File: config.mk
export PLATFORM = sky130hd
export DESIGN_NAME = interrupt_controller
export DESIGN_NICKNAME = d
export VERILOG_FILES = /design/src/hdl/intc_pkg.sv /design/src/hdl/interrupt_controller.sv /design/src/hdl/vector_arbiter.sv
export VERILOG_INCLUDE_DIRS = /design/src /design/src/hdl
export SDC_FILE = /design/constraint.sdc
export NUM_CORES = 1
export LEC_CHECK = 0
export ABC_CLOCK_PERIOD_IN_PS = 7400
export BUFFER_PORTS_ARGS = -buffer_cell sky130_fd_sc_hd__clkbuf_2
export CORE_ASPECT_RATIO = 0.8
export CORE_UTILIZATION = 35
export CTS_BUF_LIST = sky130_fd_sc_hd__clkbuf_8
export CTS_CLUSTER_DIAMETER = 80
export CTS_CLUSTER_SIZE = 25
export DETAILED_ROUTE_END_ITERATION = 8
export GPL_TIMING_DRIVEN = 1
export HOLD_SLACK_MARGIN = 0.08
export MAX_ROUTING_LAYER = met4
export PLACE_DENSITY = 0.62
export RECOVER_POWER = 100
export SYNTH_ARGS = -nofsm -noshare
export SYNTH_HDL_FRONTEND = slang
export SYNTH_HIERARCHICAL = 1
export SYNTH_SLANG_ARGS = --single-unit
export TNS_END_PERCENT = 1
File: constraint.sdc
create_clock -name pclk -period 7.4 [get_ports pclk]
set_input_delay 0.74 -clock pclk [delete_from_list [all_inputs] [get_ports pclk]]
set_output_delay 0.74 -clock pclk [all_outputs]
set_load 0.02 [all_outputs]
File: src/hdl/intc_regs.svh
// Register indices, field positions, reset values and vector numbers of the interrupt controller.
`ifndef INTC_REGS_SVH
`define INTC_REGS_SVH

// Register indices; the APB byte address is four times the index.
`define IDX_SYSTEM_CONTROL 16'hFFF2
`define IDX_SENSE_CONTROL 16'hFFF4
`define IDX_LINE_ENABLE 16'hFFF5
`define IDX_PENDING_STATUS 16'hFFF6
`define IDX_PRIORITY_A 16'hFFF8
`define IDX_PRIORITY_B 16'hFFF9
`define IDX_EVENT_STATUS 16'hFFFC
`define IDX_EVENT_MASK 16'hFFFD

// Reset values.
`define RST_SYSTEM_CONTROL 8'h0B
`define RST_BYTE 8'h00

// Field positions inside the system control register.
`define BIT_USER_BIT_ENABLE 3
`define BIT_NONMASKABLE_EDGE_SELECT 2

// Vector numbers presented to the CPU core.
`define VEC_NMI 6'h07
`define VEC_EXT0 6'h0C
`define VEC_WATCHDOG 6'h14
`define VEC_TIMER0 6'h18
`define VEC_TIMER_STEP 6'h04
`define VEC_SERIAL 6'h34
`define VEC_CONVERTER 6'h3C

`endif

File: src/hdl/intc_pkg.sv
// Types shared by the interrupt controller modules.
`default_nettype none
package intc_pkg;
  // One bit per source: 0 nonmaskable, 1-5 external 0-4, 6 watchdog, 7-11 timers, 12 serial,
  // 13 converter.
  typedef logic [13:0] src_vec_t;
  // Index of a source inside src_vec_t.
  typedef logic [3:0] src_idx_t;
  // Vector number handed to the CPU.
  typedef logic [5:0] vector_t;
  // Decoded register selection.
  typedef enum logic [3:0] {
    REG_NONE = 4'b0000,
    REG_SYSTEM_CONTROL = 4'b0001,
    REG_SENSE_CONTROL = 4'b0010,
    REG_LINE_ENABLE = 4'b0011,
    REG_PENDING_STATUS = 4'b0100,
    REG_PRIORITY_A = 4'b0101,
    REG_PRIORITY_B = 4'b0110,
    REG_EVENT_STATUS = 4'b0111,
    REG_EVENT_MASK = 4'b1000
  } reg_id_t;
  // APB slave phase: waiting for an access, or answering it.
  typedef enum logic {
    BUS_IDLE = 1'b0,
    BUS_DONE = 1'b1
  } bus_state_t;
endpackage : intc_pkg
`default_nettype wire

File: src/hdl/interrupt_controller.sv
// Two-level interrupt controller with APB registers and vectored CPU requests.
// Operation
// - Maskable sources get one of two levels.
// - Three masking levels from mask and user bits.
// - Every source presents its own vector.
// - Nonmaskable request highest, always accepted.
// - External lines select falling edge or level.
// - Registers decoded at their fixed byte addresses.
// - System control resets to 0x0B, not in soft standby.
// - User-bit-enable 0 makes user bit a mask.
// - Edge select picks nonmaskable falling or rising edge.
// - Priority bit 0 low level, 1 high.
// - Register A bits 7-5 set external 0-3 levels.
// - Priority registers read/write, reset to 0x00.
// - Flags clear only by writing zero.
// - Register A bits 4-0: external 4, watchdog, timers.
// - Register B sets timers 3-4, serial, converter.
// - Status bits 7-5 read zero, 4-0 pending.
//
// Our own choice: the APB slave port.
`default_nettype none
`include "intc_regs.svh"
module interrupt_controller (
  input wire logic pclk,
  input wire logic presetn,
  input wire logic [31:0] paddr,
  input wire logic psel,
  input wire logic penable,
  input wire logic pwrite,
  input wire logic [31:0] pwdata,
  output logic [31:0] prdata,
  output logic pready,
  output logic pslverr,
  input wire logic hw_standby,
  input wire logic nmi,
  input wire logic [4:0] ext_request_n,
  input wire logic watchdog_req,
  input wire logic [4:0] timer_req,
  input wire logic serial_req,
  input wire logic converter_req,
  input wire logic cpu_mask_bit,
  input wire logic user_or_mask_bit,
  input wire logic cpu_accept,
  output logic cpu_request,
  output intc_pkg::vector_t cpu_vector,
  output logic cpu_level_high,
  output logic irq
);
  import intc_pkg::*;

  // Bus group.
  bus_state_t bus_r, bus_nxt; // Slave phase.
  logic [31:0] prdata_r, prdata_nxt; // Registered read data.
  logic pslverr_r, pslverr_nxt; // Registered error answer.

  // Control group.
  logic [7:0] system_control_r, system_control_nxt;
  logic [7:0] request_sense_control_r, request_sense_control_nxt; // 1 edge, 0 level.
  logic [7:0] request_line_enable_r, request_line_enable_nxt;
  logic [4:0] request_pending_status_r, request_pending_status_nxt;
  logic [7:0] priority_level_a_r, priority_level_a_nxt;
  logic [7:0] priority_level_b_r, priority_level_b_nxt;
  logic [5:0] event_status_r, event_status_nxt; // Sticky event bits, write one to clear.
  logic [5:0] event_mask_r, event_mask_nxt; // Gates events onto irq.
  logic [4:0] ext_prev_r, ext_prev_nxt; // Line levels one cycle ago.
  logic nmi_prev_r, nmi_prev_nxt; // Nonmaskable pin one cycle ago.
  logic nmi_pend_r, nmi_pend_nxt; // Nonmaskable request waiting for acceptance.
  logic irq_r, irq_nxt; // Interrupt output.

  // CPU group.
  logic cpu_request_r, cpu_request_nxt;
  vector_t cpu_vector_r, cpu_vector_nxt;
  logic cpu_level_high_r, cpu_level_high_nxt;

  // Shared combinational terms.
  reg_id_t reg_id; // Register addressed by paddr.
  logic wr_en; // Write takes effect this edge.
  logic [4:0] ext_set; // Hardware setting of pending flags.
  logic nmi_edge; // Selected nonmaskable edge seen.
  src_vec_t src_req; // All raw requests.
  src_vec_t src_high; // Level of each source.
  src_vec_t src_gated; // Requests allowed by the CPU mask.
  logic arb_valid;
  src_idx_t arb_idx;
  logic arb_high;

  // Decodes a byte address into a register selection.
  function automatic reg_id_t decode(input logic [31:0] a);
    reg_id_t r;
    r = REG_NONE;
    if (a[31:18] == 14'h0000 && a[1:0] == 2'h0) begin
      case (a[17:2])
        `IDX_SYSTEM_CONTROL: r = REG_SYSTEM_CONTROL;
        `IDX_SENSE_CONTROL: r = REG_SENSE_CONTROL;
        `IDX_LINE_ENABLE: r = REG_LINE_ENABLE;
        `IDX_PENDING_STATUS: r = REG_PENDING_STATUS;
        `IDX_PRIORITY_A: r = REG_PRIORITY_A;
        `IDX_PRIORITY_B: r = REG_PRIORITY_B;
        `IDX_EVENT_STATUS: r = REG_EVENT_STATUS;
        `IDX_EVENT_MASK: r = REG_EVENT_MASK;
        default: r = REG_NONE;
      endcase
    end
    return r;
  endfunction : decode

  // Maps the priority bits onto the source order; unused bits of B are ignored.
  function automatic src_vec_t level_of(input logic [7:0] a, input logic [7:0] b);
    return {b[1], b[3], b[6], b[7], a[0], a[1], a[2], a[3], a[4], a[5], a[5], a[6], a[7],
            1'b1};
  endfunction : level_of

  // Gives each source its own vector number.
  function automatic vector_t vector_of(input src_idx_t i);
    vector_t v;
    case (i)
      4'h0: v = `VEC_NMI;
      4'h1, 4'h2, 4'h3, 4'h4, 4'h5: v = `VEC_EXT0 + vector_t'(i - 4'h1);
      4'h6: v = `VEC_WATCHDOG;
      4'h7, 4'h8, 4'h9, 4'hA, 4'hB: v = `VEC_TIMER0 + vector_t'(6'(i - 4'h7) * `VEC_TIMER_STEP);
      4'hC: v = `VEC_SERIAL;
      4'hD: v = `VEC_CONVERTER;
      default: v = `VEC_NMI;
    endcase
    return v;
  endfunction : vector_of

  assign reg_id = decode(paddr);
  assign wr_en = psel && penable && pwrite && (bus_r == BUS_DONE);

  // Answers each access one cycle after it opens, with data and error registered.
  always_comb begin
    bus_nxt = BUS_IDLE;
    prdata_nxt = prdata_r;
    pslverr_nxt = 1'b0;
    if (psel && penable && bus_r == BUS_IDLE) begin
      bus_nxt = BUS_DONE;
      pslverr_nxt = (reg_id == REG_NONE);
      case (reg_id)
        REG_SYSTEM_CONTROL: prdata_nxt = {24'h000000, system_control_r};
        REG_SENSE_CONTROL: prdata_nxt = {24'h000000, request_sense_control_r};
        REG_LINE_ENABLE: prdata_nxt = {24'h000000, request_line_enable_r};
        REG_PENDING_STATUS: prdata_nxt = {27'h0000000, request_pending_status_r};
        REG_PRIORITY_A: prdata_nxt = {24'h000000, priority_level_a_r};
        REG_PRIORITY_B: prdata_nxt = {24'h000000, priority_level_b_r};
        REG_EVENT_STATUS: prdata_nxt = {26'h0000000, event_status_r};
        REG_EVENT_MASK: prdata_nxt = {26'h0000000, event_mask_r};
        default: prdata_nxt = 32'h00000000;
      endcase
    end
  end

  // Registers the bus group.
  always_ff @(posedge pclk or negedge presetn) begin
    if (!presetn) begin
      bus_r <= BUS_IDLE;
      prdata_r <= 32'h00000000;
      pslverr_r <= 1'b0;
    end else begin
      bus_r <= bus_nxt;
      prdata_r <= prdata_nxt;
      pslverr_r <= pslverr_nxt;
    end
  end

  // Edge or level sensing of the external lines and of the nonmaskable pin.
  assign ext_set = (request_sense_control_r[4:0] & ext_prev_r & ~ext_request_n)
                 | (~request_sense_control_r[4:0] & ~ext_request_n);
  assign nmi_edge = system_control_r[`BIT_NONMASKABLE_EDGE_SELECT] ? (nmi && !nmi_prev_r)
                  : (!nmi && nmi_prev_r);

  // Computes the next control state; hardware standby restores reset values.
  always_comb begin
    system_control_nxt = system_control_r;
    request_sense_control_nxt = request_sense_control_r;
    request_line_enable_nxt = request_line_enable_r;
    priority_level_a_nxt = priority_level_a_r;
    priority_level_b_nxt = priority_level_b_r;
    request_pending_status_nxt = request_pending_status_r;
    event_status_nxt = event_status_r;
    event_mask_nxt = event_mask_r;
    if (wr_en) begin
      case (reg_id)
        REG_SYSTEM_CONTROL: system_control_nxt = pwdata[7:0];
        REG_SENSE_CONTROL: request_sense_control_nxt = pwdata[7:0];
        REG_LINE_ENABLE: request_line_enable_nxt = pwdata[7:0];
        REG_PENDING_STATUS: request_pending_status_nxt = request_pending_status_r
          & pwdata[4:0];
        REG_PRIORITY_A: priority_level_a_nxt = pwdata[7:0];
        REG_PRIORITY_B: priority_level_b_nxt = pwdata[7:0];
        REG_EVENT_STATUS: event_status_nxt = event_status_r & ~pwdata[5:0];
        REG_EVENT_MASK: event_mask_nxt = pwdata[5:0];
        default: event_mask_nxt = event_mask_r;
      endcase
    end
    // A setting condition wins over a clear in the same cycle.
    request_pending_status_nxt = request_pending_status_nxt | ext_set;
    event_status_nxt = event_status_nxt | {nmi_edge, ext_set & ~request_pending_status_r};
    ext_prev_nxt = ext_request_n;
    nmi_prev_nxt = nmi;
    nmi_pend_nxt = (nmi_pend_r && !(cpu_accept && cpu_vector_r == `VEC_NMI)) || nmi_edge;
    irq_nxt = |(event_status_r & event_mask_r);
    if (hw_standby) begin
      system_control_nxt = `RST_SYSTEM_CONTROL;
      request_sense_control_nxt = `RST_BYTE;
      request_line_enable_nxt = `RST_BYTE;
      priority_level_a_nxt = `RST_BYTE;
      priority_level_b_nxt = `RST_BYTE;
      request_pending_status_nxt = 5'h00;
      event_status_nxt = 6'h00;
      event_mask_nxt = 6'h00;
      nmi_pend_nxt = 1'b0;
    end
  end

  // Registers the control group.
  always_ff @(posedge pclk or negedge presetn) begin
    if (!presetn) begin
      system_control_r <= `RST_SYSTEM_CONTROL;
      request_sense_control_r <= `RST_BYTE;
      request_line_enable_r <= `RST_BYTE;
      request_pending_status_r <= 5'h00;
      priority_level_a_r <= `RST_BYTE;
      priority_level_b_r <= `RST_BYTE;
      event_status_r <= 6'h00;
      event_mask_r <= 6'h00;
      ext_prev_r <= 5'h1F;
      nmi_prev_r <= 1'b0;
      nmi_pend_r <= 1'b0;
      irq_r <= 1'b0;
    end else begin
      system_control_r <= system_control_nxt;
      request_sense_control_r <= request_sense_control_nxt;
      request_line_enable_r <= request_line_enable_nxt;
      request_pending_status_r <= request_pending_status_nxt;
      priority_level_a_r <= priority_level_a_nxt;
      priority_level_b_r <= priority_level_b_nxt;
      event_status_r <= event_status_nxt;
      event_mask_r <= event_mask_nxt;
      ext_prev_r <= ext_prev_nxt;
      nmi_prev_r <= nmi_prev_nxt;
      nmi_pend_r <= nmi_pend_nxt;
      irq_r <= irq_nxt;
    end
  end

  // Gathers requests and applies the three-level CPU mask.
  assign src_req = {converter_req, serial_req, timer_req, watchdog_req,
                    request_pending_status_r & request_line_enable_r[4:0], nmi_pend_r};
  assign src_high = level_of(priority_level_a_r, priority_level_b_r);

  always_comb begin
    logic allow_high;
    logic allow_low;
    allow_low = !cpu_mask_bit;
    allow_high = !cpu_mask_bit
               || (!system_control_r[`BIT_USER_BIT_ENABLE] && !user_or_mask_bit);
    src_gated = src_req & ((src_high & {14{allow_high}}) | (~src_high & {14{allow_low}}));
    src_gated[0] = nmi_pend_r;
  end

  // Picks the winning source.
  vector_arbiter u_arbiter (
    .pclk(pclk),
    .presetn(presetn),
    .req(src_gated),
    .high(src_high),
    .grant_valid(arb_valid),
    .grant_idx(arb_idx),
    .grant_high(arb_high)
  );

  // Computes the request presented to the CPU.
  always_comb begin
    cpu_request_nxt = arb_valid;
    cpu_vector_nxt = vector_of(arb_idx);
    cpu_level_high_nxt = arb_valid && arb_high;
  end

  // Registers the CPU group.
  always_ff @(posedge pclk or negedge presetn) begin
    if (!presetn) begin
      cpu_request_r <= 1'b0;
      cpu_vector_r <= `VEC_NMI;
      cpu_level_high_r <= 1'b0;
    end else begin
      cpu_request_r <= cpu_request_nxt;
      cpu_vector_r <= cpu_vector_nxt;
      cpu_level_high_r <= cpu_level_high_nxt;
    end
  end

  assign prdata = prdata_r;
  assign pready = (bus_r == BUS_DONE);
  assign pslverr = pslverr_r;
  assign cpu_request = cpu_request_r;
  assign cpu_vector = cpu_vector_r;
  assign cpu_level_high = cpu_level_high_r;
  assign irq = irq_r;
endmodule : interrupt_controller
`default_nettype wire

File: src/hdl/vector_arbiter.sv
// Two-level fixed-order arbiter that picks one pending source per cycle.
`default_nettype none
module vector_arbiter (
  input wire logic pclk,
  input wire logic presetn,
  input wire intc_pkg::src_vec_t req,
  input wire intc_pkg::src_vec_t high,
  output logic grant_valid,
  output intc_pkg::src_idx_t grant_idx,
  output logic grant_high
);
  import intc_pkg::*;

  logic valid_r, valid_nxt; // A source won in the previous cycle.
  src_idx_t idx_r, idx_nxt; // Index of the winner.
  logic high_r, high_nxt; // Winner sat at level 1.

  // Lowest set index wins; the nonmaskable source sits at index 0.
  function automatic src_idx_t first_set(input src_vec_t v);
    src_idx_t k;
    k = 4'h0;
    for (int i = 13; i >= 0; i--) begin
      if (v[i]) begin
        k = src_idx_t'(i);
      end
    end
    return k;
  endfunction : first_set

  // Level 1 requests beat level 0 ones, ties go by index.
  always_comb begin
    src_vec_t hi_req;
    hi_req = req & high;
    valid_nxt = |req;
    high_nxt = |hi_req;
    if (req[0]) begin
      idx_nxt = 4'h0;
    end else if (|hi_req) begin
      idx_nxt = first_set(hi_req);
    end else begin
      idx_nxt = first_set(req);
    end
  end

  // Registers the decision.
  always_ff @(posedge pclk or negedge presetn) begin
    if (!presetn) begin
      valid_r <= 1'b0;
      idx_r <= 4'h0;
      high_r <= 1'b0;
    end else begin
      valid_r <= valid_nxt;
      idx_r <= idx_nxt;
      high_r <= high_nxt;
    end
  end

  assign grant_valid = valid_r;
  assign grant_idx = idx_r;
  assign grant_high = high_r;
endmodule : vector_arbiter
`default_nettype wire

* After elaboration in Yosys (flattened, before gate mapping)
Index checks and enable logic that the tools add are counted.
** Operators by class
- Muxes and demuxes :: 61
- $add $sub $neg :: 4
- Eq/ne operators :: 30
- Reductions and logical operators :: 40
- Bitwise logic cells :: 22
** Operator list (count)
- equality test 16 bit (second input constant) :: 8
- two-way mux 4 bit :: 30
- two-way mux 8 bit :: 15
- case mux 8 bit (8 select lines) :: 1
- bitwise AND 14 bit :: 4
- two-way mux 6 bit :: 6
- equality test 4 x 3 -> 1 bit (second input constant) :: 8
- case mux 4 bit (8 select lines) :: 1
- bitwise AND 5 bit :: 6
- case mux 6 bit (5 select lines) :: 1
- equality test 4 bit (second input constant) :: 7
- OR reduction 14 bit :: 2
- equality test 4 x 2 -> 1 bit (second input constant) :: 4
- two-way mux 5 bit :: 3
- NOT 5 bit :: 3
- zero test 14 bit :: 1
- NOT 14 bit :: 1
- OR 14 bit :: 1
- nonzero test 2 bit :: 7
- bitwise AND 6 bit :: 2
- AND reduction 2 bit :: 6
- logical AND 1 bit :: 11
- OR 5 bit :: 2
- OR reduction 5 bit :: 2
- 15 further kinds :: 25
** Word-level totals
- Input bits :: 87
- Logic and storage cells :: 178
- Output and inout bits :: 43
- Register bits :: 113

* Depth between registers and ports, before layout
- Depth in word-level cells :: 23
- Gate-level depth with buffers :: 9
- Gate-level depth less buffers :: 9

* Modules after synthesis
The synthesis kept the hierarchy.
** By module, submodules not included
- interrupt_controller :: cells each 476, area each 4540.6 µm², instances 1, sequential area each 2090.8 µm²
- vector_arbiter :: cells each 71, area each 550.5 µm², instances 1, sequential area each 150.1 µm²

* Least setup slack after synthesis
No wires, ideal clock.
- Kind :: input-to-reg
- Start :: in paddr[21]
- End :: reg request_sense_control_r[0]
- Data arrival time :: 2788 ps
- Cell stages on the path :: 6
- Data required time :: 7268 ps
- Setup time :: 132 ps
- Path buffers :: 1
- Setup slack :: 4480 ps
- Cells stage by stage :: or4b_1 > or4_1 > buf_6 > a2111oi_4 > mux2i_1 > nor2_1
** Between the ends
- Word-level cells in the longest chain between the ends :: 6
** Ends and longest elaborated chain
- start, declared :: RTL line interrupt_controller.sv:26 : input wire logic [31:0] paddr,
- zero test 14 bit :: RTL line interrupt_controller.sv:91 : if (a[31:18] == 14'h0000 && a[1:0] == 2'h0) begin
- logical AND 1 bit :: RTL line interrupt_controller.sv:91
- two-way mux 4 bit :: RTL line interrupt_controller.sv:91
- equality test 4 x 2 -> 1 bit :: RTL line interrupt_controller.sv:183 : case (reg_id)
- nonzero test 2 bit (no source line)
- AND reduction 2 bit (no source line)
- end signal, assigned :: RTL line interrupt_controller.sv:220 : request_sense_control_r <= `RST_BYTE;
- end signal, assigned :: RTL line interrupt_controller.sv:233 : request_sense_control_r <= request_sense_control_nxt;
- end, declared :: RTL line interrupt_controller.sv:58 : logic [7:0] request_sense_control_r, request_sense_control_nxt;
Every way passes these cells.
A chain may end at the register's enable or synchronous reset.

* Worst setup path in the final report
- Start :: in paddr[4]
- End :: reg system_control_r[4]
** Between the ends
- Word-level cells in the longest chain between the ends :: 6
- Elaborated cells on any way between the ends :: 13
- Those cells by class :: 9 x eq/ne; 2 x mux; 2 x reduce/logical
** Ends and longest elaborated chain
- equality test 16 bit :: RTL line interrupt_controller.sv:92 : case (a[17:2])
- case mux 4 bit (8 select lines) (*) :: RTL line interrupt_controller.sv:92
- two-way mux 4 bit (*) :: RTL line interrupt_controller.sv:91
- equality test 4 x 1 -> 1 bit (*) :: RTL line interrupt_controller.sv:183
- nonzero test 2 bit (no source line) (*)
- AND reduction 2 bit (no source line) (*)
- end signal, assigned :: RTL line interrupt_controller.sv:219 : system_control_r <= `RST_SYSTEM_CONTROL;
- end signal, assigned :: RTL line interrupt_controller.sv:232 : system_control_r <= system_control_nxt;
- end, declared :: RTL line interrupt_controller.sv:57 : logic [7:0] system_control_r, system_control_nxt;
Every way passes the cells marked *; elsewhere a longest branch is shown, timed or not.

==> impl_metrics.py <==
metrics = {
    "status": {
        "status": "complete, but fails checks",
        "violations": "capacitance limit, slew limit",
    },
    "yosys": {
        "synth_area_leaders": "dfrtp_1 38%, mux2i_1 8.8%, dfstp_2 5.7%, nor2_1 5.2%, buf_4 3.5%",
        "synth_top_area_cell": "dfrtp_1",
        "postSynthAreaPerCell_sq_um": 9.31,
        "ys_types": 59,
        "yosys.area.top_type_share_pct": 38.3,
        "ys_warn_count": 6,
        "syn_area_sq_um": 5090,
        "async_flop_share_pct": 100,
        "ys_top_cells_by_count": "78 x dfrtp_1, 71 x nor2_1, 48 x nand2_1, 45 x mux2i_1, 27 x a21oi_1",
        "ys_seq_area_share_pct": 44.0,
        "syn_inst": 547,
        "synth_flop_cell": "dfrtp_1",
        "synth-seq-cells": 89,
        "synth-edff-count": 0,
        "yosysMostFrequentCell": "dfrtp_1",
    },
    "cells_and_area": {
        "final_layout_size_suffix_gt1_share_pct": 14.2,
        "diodes": 0,
        "seq_area_sq_um": 2240,
        "fillers": 1478,
        "nets": 709,
        "multi_input_area_sq_um": 2570,
        "final_cells": 805,
        "syn2layout_area_growth_pct": 12.3,
        "utilization_pct": 40.1,
    },
    "sta": {
        "fin_crit_sh_pct": 51.9,
        "layout_setup_ws_ps": 3560,
        "clock.fmax_ghz": 0.260,
        "finalHoldViolCount": 0,
        "worst_slew_pin_slew_ps": 1930,
        "drv_slew": 15,
        "finalCriticalPeriod_ps": 3840,
        "timing.slew.headroom_pct": -30.7,
        "setup_viol": 0,
        "fin_skew_ps": 12.9,
        "rsz0062_at_grt": "no",
        "hold_ws_ps": 228,
        "setup_tns_ps": 0,
    },
    "global_route": {
        "grt_pass1_vias": 3996,
        "antenna_found_initial": 0,
        "grt_use_total_pct": 18.8,
        "grt_pass1_wl_mm": 20.8,
        "gr-total-overflow": 0,
        "grt_max_degree": 85,
    },
    "critical_path": {
        "slowest_delay_ps": 1640,
        "worstPathCellList": "clkbuf_1 > nor4b_1 > nand3b_1 > mux2i_1 > nor2_1",
        "ff2ff_setup_slack_ps": 4510,
        "reg2reg_from": "pready",
        "reg2reg_depth": 4,
        "worstSetupPathType": "primary input to register",
        "critPathSlowestCell": "nor4b_1",
        "cp_max_fo": 17,
        "crit_required_ps": 7610,
        "startpoint_type": "primary input",
        "crit_path_end_kind": "register",
        "r2r_end": "event_mask_r[1]",
        "worst_ep_arrival_time_ps": 4050,
    },
    "clock_tree": {
        "htreeDepth": 3,
        "path_clk_slew_ps": 90,
        "cts_sinks": 89,
        "cts.repair.resized": 0,
        "clk_path_buf_depth": 2,
        "cts_setup_buffers": 0,
        "postCtsHoldBufs": 0,
        "insertion_delay_ps": 360,
        "cts_made_buffers": 9,
        "cts_tree": "yes",
        "cts_root_buf": "clkbuf_8",
    },
    "die": {
        "pin_count": 130,
        "core-area_sq_um": 14200,
        "num_rows": 39,
        "dieArea_sq_um": 15000,
        "dieWidth_microns": 137,
        "start_util_pct": 35.7,
        "die_height_microns": 110,
    },
    "routing": {
        "drtPass1Iterations": 5,
        "drc_errors": 0,
        "wl_per_cell_microns": 16.6,
        "wl_mm": 13.4,
        "dr_total_vias": 4337,
        "drtAntennaViolNets": 0,
        "viasPerCell": 5.39,
        "drt_iter0_markers": 276,
    },
    "power_and_ir_drop": {
        "p_int_uw": 769,
        "clock_power_share_pct": 34.5,
        "sequentialPowerShare_pct": 49.5,
        "p_leak_nw": 2.40,
        "switching_share_pct": 28.4,
        "ir_drop_mv": 0.0928,
        "p_sw_uw": 305,
        "powerDensity_nw_per_um2": 188,
        "comb_power_share_pct": 16.0,
    },
    "placement": {
        "dp_slack_ps": 3710,
        "io_buffers": 81,
        "placed_cells": 789,
        "gp_congestion": 0.943,
        "dp_hpwl_mm": 9.85,
    },
    "run": {
        "max_cap_violations": 2,
    },
    "min_path": {
        "hold_class": "primary input to async pin",
    },
}
-- power by group through the flow --
stage | logic [mW] | clock network [mW] | registers, mW
3_5_place_dp | 0.175 | 0 | 0.542
6_report | 0.171 | 0.370 | 0.532
4_1_cts | 0.176 | 0.382 | 0.532
5_1_grt | 0.192 | 0.398 | 0.536
3_3_place_gp | 0.171 | 0 | 0.540
2_1_floorplan | 0.109 | 0 | 0.551
-- cell usage in the layout, fill, tap and decap left out, types with 11 or more instances in the layout --
master	count
dfrtp_1	78
nor2_1	71
clkbuf_2	53
nand2_1	48
mux2i_1	45
clkbuf_1	32
a21oi_1	27
conb_1	25
o21ai_0	21
nor3_1	19
a22oi_1	19
inv_1	16
nand3_1	12
nand2b_1	11
a22o_1	11
-- per-stage QoR --
stage                     area (sq um)  power (mW)
final                             5720        1.07
after global routing              5720        1.13
after CTS                         5810        1.09
after detailed placement          5590       0.717
after global placement            5590       0.711
after floorplan                   5180       0.660
-- how the worst max path moves through the flow --
stage               cells past startpoint      start                         end
finish                                  5   paddr[4]         system_control_r[4]
global route                            5   paddr[4]         system_control_r[0]
CTS                                     6   paddr[5]  request_sense_control_r[5]
detailed placement                      6   paddr[5]  request_sense_control_r[6]
global placement                        6   paddr[5]  request_sense_control_r[1]
floorplan                               6  paddr[21]  request_sense_control_r[0]
-- flip-flops by register name (all words and copies together) (netlist names), 4 cells and up --
register / flops
ext_prev_r: 5
request_pending_status_r: 5
cpu_vector: 6
priority_level_a_r: 8
u_arbiter/grant_idx: 4
event_mask_r: 6
system_control_r: 8
prdata: 8
priority_level_b_r: 8
request_line_enable_r: 8
request_sense_control_r: 8
event_status_r: 6
-- routing by layer --
layer / vias up / share of wire, % / track usage [%]
met3: 18 / 5.8 / 3.55
met2: 162 / 45 / 28.0
met4: 0 / 1.3 / 5.10
met5: - / 0 / -
li1: 2048 / - / -
met1: 2109 / 48 / 26.0
-- cell type report --
class                      count  area share, %
multi-input combinational    414           44.9
sequential                    89           39.2
clock inverter                 6           1.44
clock buffer                  10           2.41
inverter                      15          0.985
timing repair buffer          87           7.01
tap                          184           4.03
-- worst max-delay path: cells and delay by family --
family / cells / cell delay, ps
multiplexers: 1 / 360
AND/OR/NAND/NOR: 3 / 2640
buffers and inverters: 1 / 310
-- cells by family (layout without fill, tap and decap cells) --
| family | after synthesis | in the layout | synth area share, % |
|---|---|---|---|
| muxes | 46 | 46 | 9.07 |
| buffers and inverters | 67 | 118 | 6.95 |
| and+or+nand+nor | 214 | 214 | 21.1 |
| adders and majority gates | 6 | 6 | 1.47 |
| xor gates and xnor gates | 6 | 6 | 1.03 |
| DFF | 89 | 89 | 44.0 |
| other | 2 | 25 | 0.148 |
| AOI/OAI and AO/OA | 117 | 117 | 16.2 |
No activity file was read; power rests on OpenSTA's default activity.
